`config.mk`:
```
export PLATFORM = sky130hd
export DESIGN_NAME = pdl_pullin_limit_regs
export DESIGN_NICKNAME = d
export VERILOG_FILES = /design/src/verilog/pdl_pkg.sv /design/src/verilog/pdl_sym_clamp.sv /design/src/verilog/pdl_pullin_limit_regs.sv
export SDC_FILE = /design/constraint.sdc
export NUM_CORES = 1
export LEC_CHECK = 0
export BUFFER_PORTS_ARGS = -buffer_cell sky130_fd_sc_hd__buf_2
export CORE_UTILIZATION = 40
export CTS_CLUSTER_DIAMETER = 50
export CTS_CLUSTER_SIZE = 28
export DETAILED_ROUTE_END_ITERATION = 7
export HOLD_SLACK_MARGIN = 0.15
export PLACE_DENSITY = 0.71
export SYNTH_ARGS = -nofsm -noshare
export SYNTH_HDL_FRONTEND = slang
export SYNTH_HIERARCHICAL = 1
export SYNTH_SLANG_ARGS = --single-unit
```
`constraint.sdc`:
```
create_clock -name core_clk -period 7.05 [get_ports core_clk]
set_clock_uncertainty 0.2 [all_clocks]
set_input_delay 0.3525 -clock core_clk [delete_from_list [all_inputs] [get_ports core_clk]]
set_output_delay 0.3525 -clock core_clk [all_outputs]
set_load 0.02 [all_outputs]
```
`src/verilog/pdl_pkg.sv`:
```
// Constants for the first tracking loop pull-in limit register bank
package pdl_pkg;
	// Register indices as printed; byte address is four times the index
	localparam logic [7:0]  LIM_LOW_IDX   = 8'h41;
	localparam logic [7:0]  LIM_HIGH_IDX  = 8'h42;
	localparam int          APB_ADDR_W    = 12;
	localparam logic [11:0] LIM_LOW_ADDR  = {2'h0, LIM_LOW_IDX, 2'h0};
	localparam logic [11:0] LIM_HIGH_ADDR = {2'h0, LIM_HIGH_IDX, 2'h0};
	// Field layout
	localparam int          LIMIT_W       = 10;
	localparam int          LIM_LOW_W     = 8;
	localparam int          LIM_HIGH_W    = 2;
	localparam int          LIM_HIGH_LSB  = 8;
	localparam int          LIM_HIGH_MSB  = 9;
	localparam int          APB_DATA_W    = 32;
	localparam int          OFS_W_MIN     = LIMIT_W + 2;
	// Reset values
	localparam logic [1:0]  LIM_HIGH_RST  = 2'h3;
	localparam logic [7:0]  LIM_LOW_RST   = 8'h00;
	localparam logic [31:0] RDATA_ZERO    = 32'h0000_0000;
endpackage

```
`src/verilog/pdl_sym_clamp.sv`:
```
// Symmetric clamp of a signed offset to plus or minus an unsigned limit
`timescale 1ns/1ps
module pdl_sym_clamp #(
	parameter int W      = 17,
	parameter int LIM_W  = 10
)(
	// Offset in
	input  wire logic signed [W-1:0]     offsetIn,
	// Magnitude limit
	input  wire logic        [LIM_W-1:0] limit,
	// Clamped result
	output logic signed      [W-1:0]     offsetOut,
	output logic                         clamped
);
	initial
	begin
		if (W < LIM_W + 2)
			$error("pdl_sym_clamp: W too small for the limit");
	end

	// Limit widened with a zero sign bit so both bounds are exact
	wire logic signed [W-1:0] posBound = $signed({{(W-LIM_W){1'b0}}, limit});
	wire logic signed [W-1:0] negBound = -posBound;
	wire logic                overPos  = offsetIn > posBound;
	wire logic                underNeg = offsetIn < negBound;

	assign offsetOut = overPos ? posBound : (underNeg ? negBound : offsetIn);
	assign clamped   = overPos | underNeg;
endmodule

```
`src/verilog/pdl_pullin_limit_regs.sv`:
```
// Pull-in limit registers and offset clamp of the first tracking loop, APB slave
//
// Operation
// - The loop follows the source offset only up to the programmed limit and is clamped beyond it.
// - The limit is a 10-bit unsigned value, high register bits [1:0] on top of low register bits [7:0].
// - The one limit bounds positive and negative offsets by the same magnitude.
// - The offset is taken against the crystal with the nominal-frequency calibration added in.
// - The high limit register is read/write, holds limit bits 9:8 low, and resets to 0000 0011.
//
// Register access over APB was left to the implementer.
`timescale 1ns/1ps
module pdl_pullin_limit_regs #(
	parameter int         OFS_W   = 16,
	parameter logic [7:0] LOW_RST = pdl_pkg::LIM_LOW_RST
)(
	// Clock and reset
	input  wire logic                          core_clk,
	input  wire logic                          sys_rst,
	// APB slave
	input  wire logic [pdl_pkg::APB_ADDR_W-1:0] paddr,
	input  wire logic                          psel,
	input  wire logic                          penable,
	input  wire logic                          pwrite,
	input  wire logic [pdl_pkg::APB_DATA_W-1:0] pwdata,
	input  wire logic [3:0]                    pstrb,
	output logic      [pdl_pkg::APB_DATA_W-1:0] prdata,
	output logic                               pready,
	output logic                               pslverr,
	// Offset measurement from the loop
	input  wire logic signed [OFS_W-1:0]       rawOffset,
	input  wire logic signed [OFS_W-1:0]       calOffset,
	input  wire logic                          offsetValid,
	// Tracking result and limit
	output logic signed [OFS_W:0]              trackOffset,
	output logic                               trackClamped,
	output logic                               trackValid,
	output logic [pdl_pkg::LIMIT_W-1:0]        loopPullinLimit
);
	initial
	begin
		if (OFS_W < pdl_pkg::OFS_W_MIN)
			$error("pdl_pullin_limit_regs: OFS_W below minimum");
	end

	////////////////////////////////////////////////////////////////////////////////
	// Register storage and APB decode

	logic [pdl_pkg::LIM_LOW_W-1:0]  limLowReg;
	logic [pdl_pkg::LIM_HIGH_W-1:0] limHighReg;
	logic                           preadyReg;
	logic                           pslverrReg;
	logic [pdl_pkg::APB_DATA_W-1:0] prdataReg;

	wire logic accessPhase = psel & penable;
	// Answer one cycle into the access phase, so pready is a flop
	wire logic answering   = accessPhase & ~preadyReg;
	wire logic completing  = accessPhase & preadyReg;
	wire logic hitLow      = paddr == pdl_pkg::LIM_LOW_ADDR;
	wire logic hitHigh     = paddr == pdl_pkg::LIM_HIGH_ADDR;
	wire logic hitAny      = hitLow | hitHigh;
	wire logic wrLow       = completing & pwrite & hitLow & pstrb[0];
	wire logic wrHigh      = completing & pwrite & hitHigh & pstrb[0];

	wire logic [7:0] highView = {6'h00, limHighReg};
	wire logic [7:0] readMux  = hitLow ? limLowReg : (hitHigh ? highView : 8'h00);
	wire logic [pdl_pkg::APB_DATA_W-1:0] rdataNext = {24'h000000, readMux};

	always_ff @(posedge core_clk)
	begin
		if (sys_rst)
		begin
			preadyReg  <= 1'b0;
			pslverrReg <= 1'b0;
			prdataReg  <= pdl_pkg::RDATA_ZERO;
		end
		else
		begin
			preadyReg  <= answering;
			pslverrReg <= answering & ~hitAny;
			if (answering)
				prdataReg <= pwrite ? pdl_pkg::RDATA_ZERO : rdataNext;
		end
	end

	always_ff @(posedge core_clk)
	begin
		if (sys_rst)
			limHighReg <= pdl_pkg::LIM_HIGH_RST;
		else if (wrHigh)
			limHighReg <= pwdata[pdl_pkg::LIM_HIGH_W-1:0];
	end

	always_ff @(posedge core_clk)
	begin
		if (sys_rst)
			limLowReg <= LOW_RST;
		else if (wrLow)
			limLowReg <= pwdata[pdl_pkg::LIM_LOW_W-1:0];
	end

	assign prdata  = prdataReg;
	assign pready  = preadyReg;
	assign pslverr = pslverrReg;

	////////////////////////////////////////////////////////////////////////////////
	// Limit word and offset clamp

	wire logic [pdl_pkg::LIMIT_W-1:0] limitWord = {limHighReg, limLowReg};

	// add calibration
	// One extra bit keeps the sum of two full-scale offsets from wrapping
	wire logic signed [OFS_W:0] netOffset =
		$signed({rawOffset[OFS_W-1], rawOffset}) + $signed({calOffset[OFS_W-1], calOffset});

	wire logic signed [OFS_W:0] clampOut;
	wire logic                  clampHit;

	pdl_sym_clamp #(
		.W      (OFS_W + 1),
		.LIM_W  (pdl_pkg::LIMIT_W)
	) uClamp (
		.offsetIn  (netOffset),
		.limit     (limitWord),
		.offsetOut (clampOut),
		.clamped   (clampHit)
	);

	logic signed [OFS_W:0]            trackOffsetReg;
	logic                             trackClampedReg;
	logic                             trackValidReg;
	logic [pdl_pkg::LIMIT_W-1:0]      limitOutReg;

	always_ff @(posedge core_clk)
	begin
		if (sys_rst)
		begin
			trackOffsetReg  <= '0;
			trackClampedReg <= 1'b0;
			trackValidReg   <= 1'b0;
			limitOutReg     <= {pdl_pkg::LIM_HIGH_RST, pdl_pkg::LIM_LOW_RST};
		end
		else
		begin
			trackValidReg <= offsetValid;
			limitOutReg   <= limitWord;
			// Result holds between measurements so the loop sees a steady value
			if (offsetValid)
			begin
				trackOffsetReg  <= clampOut;
				trackClampedReg <= clampHit;
			end
		end
	end

	assign trackOffset     = trackOffsetReg;
	assign trackClamped    = trackClampedReg;
	assign trackValid      = trackValidReg;
	assign loopPullinLimit = limitOutReg;

	wire logic signed [OFS_W:0] limitSigned = $signed({{(OFS_W+1-pdl_pkg::LIMIT_W){1'b0}}, limitWord});
	wire logic signed [OFS_W:0] limitNeg    = -limitSigned;
endmodule

```
==> summary by stage, run 1 <==
Setup path
The capturing element type of the critical path is a flop. The cell family contributing the most delay on the critical path is compound AO/OA/AOI/OAI gates. Among all stages on the critical path, the largest delay is contributed by a41o_1. Tracing the worst setup path back leads to its startpoint at rawOffset[0]. The critical path arrival is 4.87 ns. Across all register-to-register paths, the minimum setup slack is 2.38 ns.

The startpoint-to-endpoint class of the critical path is primary input to flop. For the worst flop-to-flop path, the logic depth is 16. In this run the critical register-to-register path is captured at trackOffset[3]$_SDFFE_PP0P_. On the worst path, the slowest cell contributes a delay of 0.98 ns. The worst setup path is launched from a primary input. The worst register-to-register path begins at limLowReg[1]$_SDFFE_PP0P_. The maximum fanout count along the critical path is 26. The critical path runs through a total of 19 cells. At the worst endpoint, the required time is 7.02 ns. In this run the worst setup path terminates at trackOffset[3]$_SDFFE_PP0P_. Traced cell by cell, the critical path runs through buf_2 > ha_1 > fa_1 > a21o_1 > a221oi_2 > o21a_1 > a311oi_1 > o311ai_0 > buf_4 > ha_1 > nand4_1 > nor3_1 > a21oi_1 > o31a_1 > a41o_1 > mux2i_1 > o22ai_1 > mux2i_1 > nor2_1.

Counting both buffers and inverters, the worst setup path holds a total of 2.

Synthesis
The most instantiated library cell after synthesis is nor2_1. The number of unique standard cell types used by synthesis is 66. After synthesis, the largest area contributor takes up 25.1% of total cell area. After synthesis, the cell types taking the most area are dfxtp_1 (25%), ha_1 (14%), mux2i_1 (8.5%). The synthesized area is 3910 um2. Sequential cells were found to cover 25.1% of the synthesized design area. Averaged over all synthesized cells, the footprint is 8.55 um2. The commonest cells after synthesis are nor2_1 (54), dfxtp_1 (49), ha_1 (43).

The leading area contributor after synthesis is dfxtp_1. The number of synthesis warnings is 6. The post-synthesis cell count is 457.

The number of enable-type register cells in the synthesized netlist is 0. The proportion of synthesized flip-flops having asynchronous set or reset is 0%. In this run, synthesis produced a sequential element count of 49. For this run, the leading register cell type out of synthesis is dfxtp_1.

Routing
The per-cell via count in the routed design is 5.06. The total vias in the final route is 3478. The residual antenna-violating net count after detailed routing is 0.

The DRC violation count after routing is 0. The detailed router finished its first iteration with 137 violations. For this block, the routed nets add up to 8960 um of wire. The first detailed-routing pass ran for 5 iterations. Dividing the detail-routed wire length by the instance count gives 13.0 um.

Clocking
The number of buffers created by CTS is 5. The register clock-pin slew on the reported worst setup and hold paths is 0.10 ns. The tree built by TritonCTS fans out to 49 sinks. Clock latency on the worst-skew pair, taken at its later pin, is 0.30 ns.

The clock tree from TritonCTS is built. The level count of the clock H-tree is 2. The number of gates resized after CTS was 0. Clock tree synthesis selected as its root buffer the cell clkbuf_8. Counting along the longest clock path gives a buffer depth of 2.

Global routing
The aggregate global-route resource usage is 17.9%. The first global-routing pass estimated 14600 um of wire. The via count of the first global-routing pass came to 3112.

The number of antenna violations at the first check in global routing came to 0. The maximum number of pins on one net before global-route repair is 43. The residual overflow from global routing is 0.

Layout
The ratio of cells with drive above 1 in the final layout is 23.1%. 0 antenna diodes ended up in the layout. For this run, the post-layout net count is 687.

From synthesis to final layout, the design area changed by 17.2%.

Outcome
The run finished with clean final reports.

Timing
The max-slew violation count is 0. The worst slew margin relative to its limit is 22.0%. Setup repair after global routing left no endpoint under its margin. Dividing the final minimum period by the clock period gives 69.5%. The worst path meets setup with 2.15 ns of slack. The timing-limited maximum frequency is 204 MHz. The total of endpoints with negative setup slack in the final report is 0. The slew at the pin closest to its max-slew limit is 1.17 ns. The final count of hold timing violations is 0. The setup TNS is 0 ns. The time the final worst path needs with I/O delays and setup is 4.90 ns.

Place
The final estimated routing congestion in global placement is 0.817. Prior to clock tree synthesis, the placed netlist has a worst setup slack of 1.85 ns. The count of input and output buffers is 97. The estimated wirelength of the detail-placed design is 7140 um.

Pwr
IR analysis of the VDD net gives a maximum drop of 0.0000915 V. The power density normalized to cell area is 167 nW/um2. In this run the static leakage power is 2.18 nW. The total power of the final layout is 0.765 mW.

Floorplan
In this run the core area contains 35 standard-cell rows. The total core area is 9370 um2. The number of ports placed on the die boundary is 149. For this configuration, the core starts out at a cell density of 41.7%. The horizontal die dimension is 101 um. The die is 101 um tall. The area of the die is 10200 um2.

Run
The count of maximum capacitance violations is 0.

Worst hold path
The tightest min-delay check is of the flop to flop type.
sequential cells by signal, indices dropped and copies added (netlist names):
name and flops:
limHighReg 2, limLowReg 8, loopPullinLimit 10, prdata 8
pready 1, pslverr 1, trackClamped 1, trackOffset 17
trackValid 1
cells in the final DEF (no fill, tap or decap), types with 3 or more instances in the layout:
cell           count
buf_2             97
nor2_1            54
dfxtp_1           49
ha_1              43
a21oi_1           33
mux2i_1           33
nand2_1           27
conb_1            24
xnor2_1           16
inv_1             14
nor2b_1           14
o21ai_0           13
a21o_1            11
dlygate4sd3_1     10
nor3_1             9
o21a_1             8
nand3_1            7
o22ai_1            7
a22o_1             7
and3_1             6
nand2b_1           5
clkbuf_8           5
nand4_1            5
a211oi_1           3
xor2_1             3
metal layers:
layer | vias to the layer above | routed length [um] | global-route usage, %
met1 | 1591 | 4210 | 23.7
li1 | 1803 | - | -
met4 | 0 | 55 | 2.34
met2 | 77 | 4400 | 31.4
met3 | 7 | 298 | 2.98
met5 | - | 0 | 0
where the power goes:
group	total, mW	switching, mW	internal [mW]
logic	0.303	0.181	0.122
registers	0.293	0.00569	0.287
clock network	0.170	0.0972	0.0723
how the worst min path moves through the flow:
stage / startpoint / endpoint / slack [ns] / cells past startpoint
6_report: prdata[4]$_SDFFE_PP0P_ / prdata[4]$_SDFFE_PP0P_ / 0.28 / 1
5_1_grt: prdata[4]$_SDFFE_PP0P_ / prdata[4]$_SDFFE_PP0P_ / 0.31 / 1
4_1_cts: prdata[4]$_SDFFE_PP0P_ / prdata[4]$_SDFFE_PP0P_ / 0.29 / 1
3_3_place_gp: prdata[4]$_SDFFE_PP0P_ / prdata[4]$_SDFFE_PP0P_ / 0.27 / 1
3_5_place_dp: prdata[4]$_SDFFE_PP0P_ / prdata[4]$_SDFFE_PP0P_ / 0.26 / 1
2_1_floorplan: sys_rst / pready$_SDFF_PP0_ / 0.24 / 1
logic make-up after synthesis:
logic type / count (synthesis) / synth area share [%]
AOI/OAI and AO/OA: 111 / 19.8
buffers and inverters: 52 / 8.04
xor gates and xnor gates: 19 / 4.26
muxes: 33 / 8.45
and+or+nand+nor: 148 / 20.0
adders and majority gates: 44 / 14.3
DFF: 49 / 25.1
other: 1 / 0.0960
worst register-to-register path, delay by kind of cell, from the launching register on:
family	cells	cell delay, ns
simple gates	9	1.75
flops	1	0.40
compound gates	4	1.50
mux	2	0.47
fa+ha+maj	1	0.22
final cells by class:
cell class	instances	area [um2]
clock buffer	5	68.8
fill	935	4790
sequential	49	981
timing repair buffer	108	593
tap	129	161
multi-input combinational	379	2700
inverter	14	52.6
clock inverter	3	25.0
stage by stage:
stage | hold slack (ns) | instance area [um2] | instances | util [%]
after detailed placement | 0.265 | 4390 | 669 | 46.8
after floorplan | 0.237 | 3990 | 480 | -
after CTS | 0.289 | 4580 | 687 | 48.9
after global routing | 0.309 | 4580 | 687 | 48.9
after global placement | 0.265 | 4390 | 669 | 46.8
final | 0.284 | 4580 | 687 | 48.9
what timing repair did:
item / 4_1_cts / 5_1_grt
hold endpoints to repair: 11 / 0
buffers inserted: 0 / 0
hold buffers: 10 / 0
(Power assumes the default switching activity.)
==> run 2, diff against run 1 <==
- PLACE_DENSITY: 0.71 -> 0.74
- clock period: 7.05 -> 4.25 ns (I/O delays scaled with it)
==> run 2 against run 1 <==
  * Wire length rose by 7.1%
  * Cell count grew 3.3%
  * Combinational power grew 90%
  * Count of clock-buffer cells in the layout unchanged
  * Critical endpoint is now trackOffset[4]$_SDFFE_PP0P_
  * Largest cell class unchanged
==> summary by stage, run 2 (synthesis gave the netlist of run 1 again) <==
Clocking
The number of buffers created by CTS came to 5 (unchanged). The number of setup buffers added after CTS is 0 (unchanged). The number of clock sinks is 49 (unchanged).

The clock tree from TritonCTS was built (unchanged). The clock root buffer master is clkbuf_8 (unchanged). The level count of the clock H-tree is 2 (unchanged).

The latest clock arrival within the worst-skew pair is 0.30 ns (about the same). The worst-case clock buffer depth came to 2 (unchanged). The register clock-pin slew on the reported worst setup and hold paths is 0.10 ns (about the same).

Timing
The final hold slack is 0.169 ns (was 0.284 ns). The final count of hold timing violations is 0 (unchanged). Of the available clock period, the critical path in the final layout requires 96.2%.

The slew at the pin closest to its max-slew limit is 0.731 ns (was 1.17 ns). The timing-limited maximum frequency is 245 MHz. The total of endpoints with negative setup slack in the final report came to 0 (unchanged).

The max-slew violation count is 0 (unchanged). For the finished layout, the period the worst path requires is 4.09 ns. The worst slew margin relative to its limit is 51.3% (was 22.0%).

Layout
The number of flip-flops under the largest register name is 17 (unchanged). The final standard cell count with taps included and fillers excluded is 710 (was 687). The signed area change from the synthesized netlist to the final layout is 24.1% (was 17.2%).

The ratio of cells with drive above 1 in the final layout is 27.2% (was 23.1%). The leading cell type in the layout, fill and taps excluded is buf_2 (unchanged). The total inserted antenna cells is 0 (unchanged). The net total in the final layout was 710 (was 687). Most frequent cells in the layout: buf_2 (97), nor2_1 (54), dfxtp_1 (49) (unchanged). The core utilization of the finished layout is 51.7% (was 48.9%).

Place
The number of cells in the design after placement is 691 (was 669). The count of input and output buffers is 97 (unchanged). The final estimated routing congestion in global placement is 0.831 (was 0.817). The estimated wirelength of the detail-placed design came to 7440 um (was 7140 um).

Outcome
Status: completed (unchanged).

Routing
The routed wirelength normalized by instance count is 13.5 um (was 13.0 um). The length of the first detailed-routing pass in iterations is 4 (was 5). The DRC violation count after routing is 0 (unchanged).

The per-cell via count in the routed design was 5.13 (was 5.06). The total vias in the final route was 3643 (was 3478). The first-iteration detailed-routing DRC count was 155 (was 137). The final routed wirelength across all metal layers was 9600 um (was 8960 um).

The residual antenna-violating net count after detailed routing is 0 (unchanged).

Setup path
The launch instance of the worst register-to-register path is limLowReg[1]$_SDFFE_PP0P_ (unchanged). The capture point of the worst reg-to-reg path is trackOffset[4]$_SDFFE_PP0P_ (was trackOffset[3]$_SDFFE_PP0P_). The worst reg-to-reg path cell count is 17 (was 16).

The maximum fanout count along the critical path is 13 (was 26). The startpoint-to-endpoint class of the critical path is primary input to flop (unchanged). The register-to-register setup slack was 0.19 ns (was 2.38 ns).

The worst endpoint required time is 4.22 ns (was 7.02 ns). The kind of launch point of the worst setup path was a primary input (unchanged). The critical path arrival is 4.06 ns (was 4.87 ns). The capturing element type of the critical path is a flop (unchanged). The start point of the critical path is rawOffset[0] (unchanged).

Floorplan
The row count is 35 (unchanged). The die boundary height is 101 um (unchanged). The horizontal die dimension came to 101 um (unchanged).

The number of ports placed on the die boundary is 149 (unchanged). The total core area is 9370 um2 (unchanged). The area of the die came to 10200 um2 (unchanged).

The starting density of the core came to 41.7% (unchanged).

Pwr
The maximum vdd drop is 0.000141 V (was 0.0000915 V). The power density normalized to cell area was 277 nW/um2 (was 167 nW/um2). The leakage power figure is 2.32 nW (was 2.18 nW).

Run
The count of maximum capacitance violations is 0 (unchanged).

Worst hold path
The start point of the worst hold path is paddr[3] (was prdata[4]$_SDFFE_PP0P_). The cell depth of the worst min-delay path is 4 (was 1). The class of the tightest hold or removal check is primary input to flop (was flop to flop). The terminating pin of the worst hold path is pslverr$_SDFF_PP0_ (was prdata[4]$_SDFFE_PP0P_).

Global routing
The residual overflow from global routing is 0 (unchanged). The met1 global-route usage is 23.9% (was 23.7%). The number of antenna violations at the first check in global routing is 0 (unchanged). The met2 track demand over resource is 32.4% (was 31.4%). The via count of the first global-routing pass is 3288 (was 3112). The first-pass GRT wire length is 15200 um (was 14600 um). The aggregate global-route resource usage is 18.3% (was 17.9%).

The maximum number of pins on one net before global-route repair came to 43 (unchanged). The met3 usage is 2.36% (was 2.98%). The busiest metal layer after global routing is met2 (unchanged).
## run 2: cell count changes in the layout (fill, tap and decap cells not counted), sizes merged
cell	delta
clkinv	+1
clkbuf	+1
inv	-1
buf	+22
## run 2: metal layers
metal | up-vias | share of wire, % | routed length, um
li1 | 1848 | - | -
met1 | 1694 | 45 | 4320
met2 | 95 | 51 | 4850
met3 | 6 | 3.8 | 368
met4 | 0 | 0.56 | 54
met5 | - | 0 | 0
## run 2: power by group
group	internal, mW	switching, mW
logic	0.259	0.318
clock network	0.119	0.160
registers	0.476	0.00916
total	0.854	0.487
## run 2: per-stage QoR
step | setup TNS [ns] | worst slack (ns) | instance area [um2] | power [mW]
3_5_place_dp | -0.494 | -0.0939 | 4580 | 1.04
3_3_place_gp | 0 | 0.00257 | 4580 | 1.02
2_1_floorplan | 0 | 0.260 | 3990 | 0.888
5_1_grt | -0.00479 | -0.00242 | 4850 | 1.44
6_report | 0 | 0.160 | 4850 | 1.34
4_1_cts | 0 | 0.216 | 4770 | 1.32
## run 2: final cells by class
| class | count | area [um2] |
|---|---|---|
| well taps | 129 | 161 |
| fillers | 905 | 4520 |
| multi-input cells | 379 | 2750 |
| flip-flops and latches | 49 | 981 |
| clock buffers | 5 | 68.8 |
| repair buffers | 131 | 808 |
| inverters | 14 | 52.6 |
| clock inverters | 3 | 25.0 |
## run 2: repair_timing
item | in CTS | in global routing
hold endpoints to repair | 12 | 0
resized for setup | 0 | 10
hold buffers | 10 | 0
endpoints found under the setup margin | 0 | 13
## run 2: critical path, cell delays in order
cell and delay (ns):
buf_2 0.10, ha_1 0.23, fa_1 0.39, a21o_1 0.23, a221oi_4 0.27, buf_4 0.17, o21ai_0 0.08, a21oi_1 0.25
xnor2_2 0.18, ha_1 0.29, nand4_1 0.14, nor3_1 0.08, a21oi_1 0.21, o31a_1 0.26, a41o_4 0.28, buf_12 0.17
mux2i_1 0.23, o22ai_1 0.11, mux2i_1 0.13, nor2_1 0.05
## run 2: how the worst max path moves through the flow
stage                                   to  slack [ns]
2_1_floorplan  trackOffset[8]$_SDFFE_PP0P_        0.26
6_report       trackOffset[4]$_SDFFE_PP0P_        0.16
5_1_grt        trackOffset[4]$_SDFFE_PP0P_      -0.002
3_3_place_gp   trackOffset[4]$_SDFFE_PP0P_       0.003
3_5_place_dp   trackOffset[4]$_SDFFE_PP0P_       -0.09
4_1_cts        trackOffset[4]$_SDFFE_PP0P_        0.22
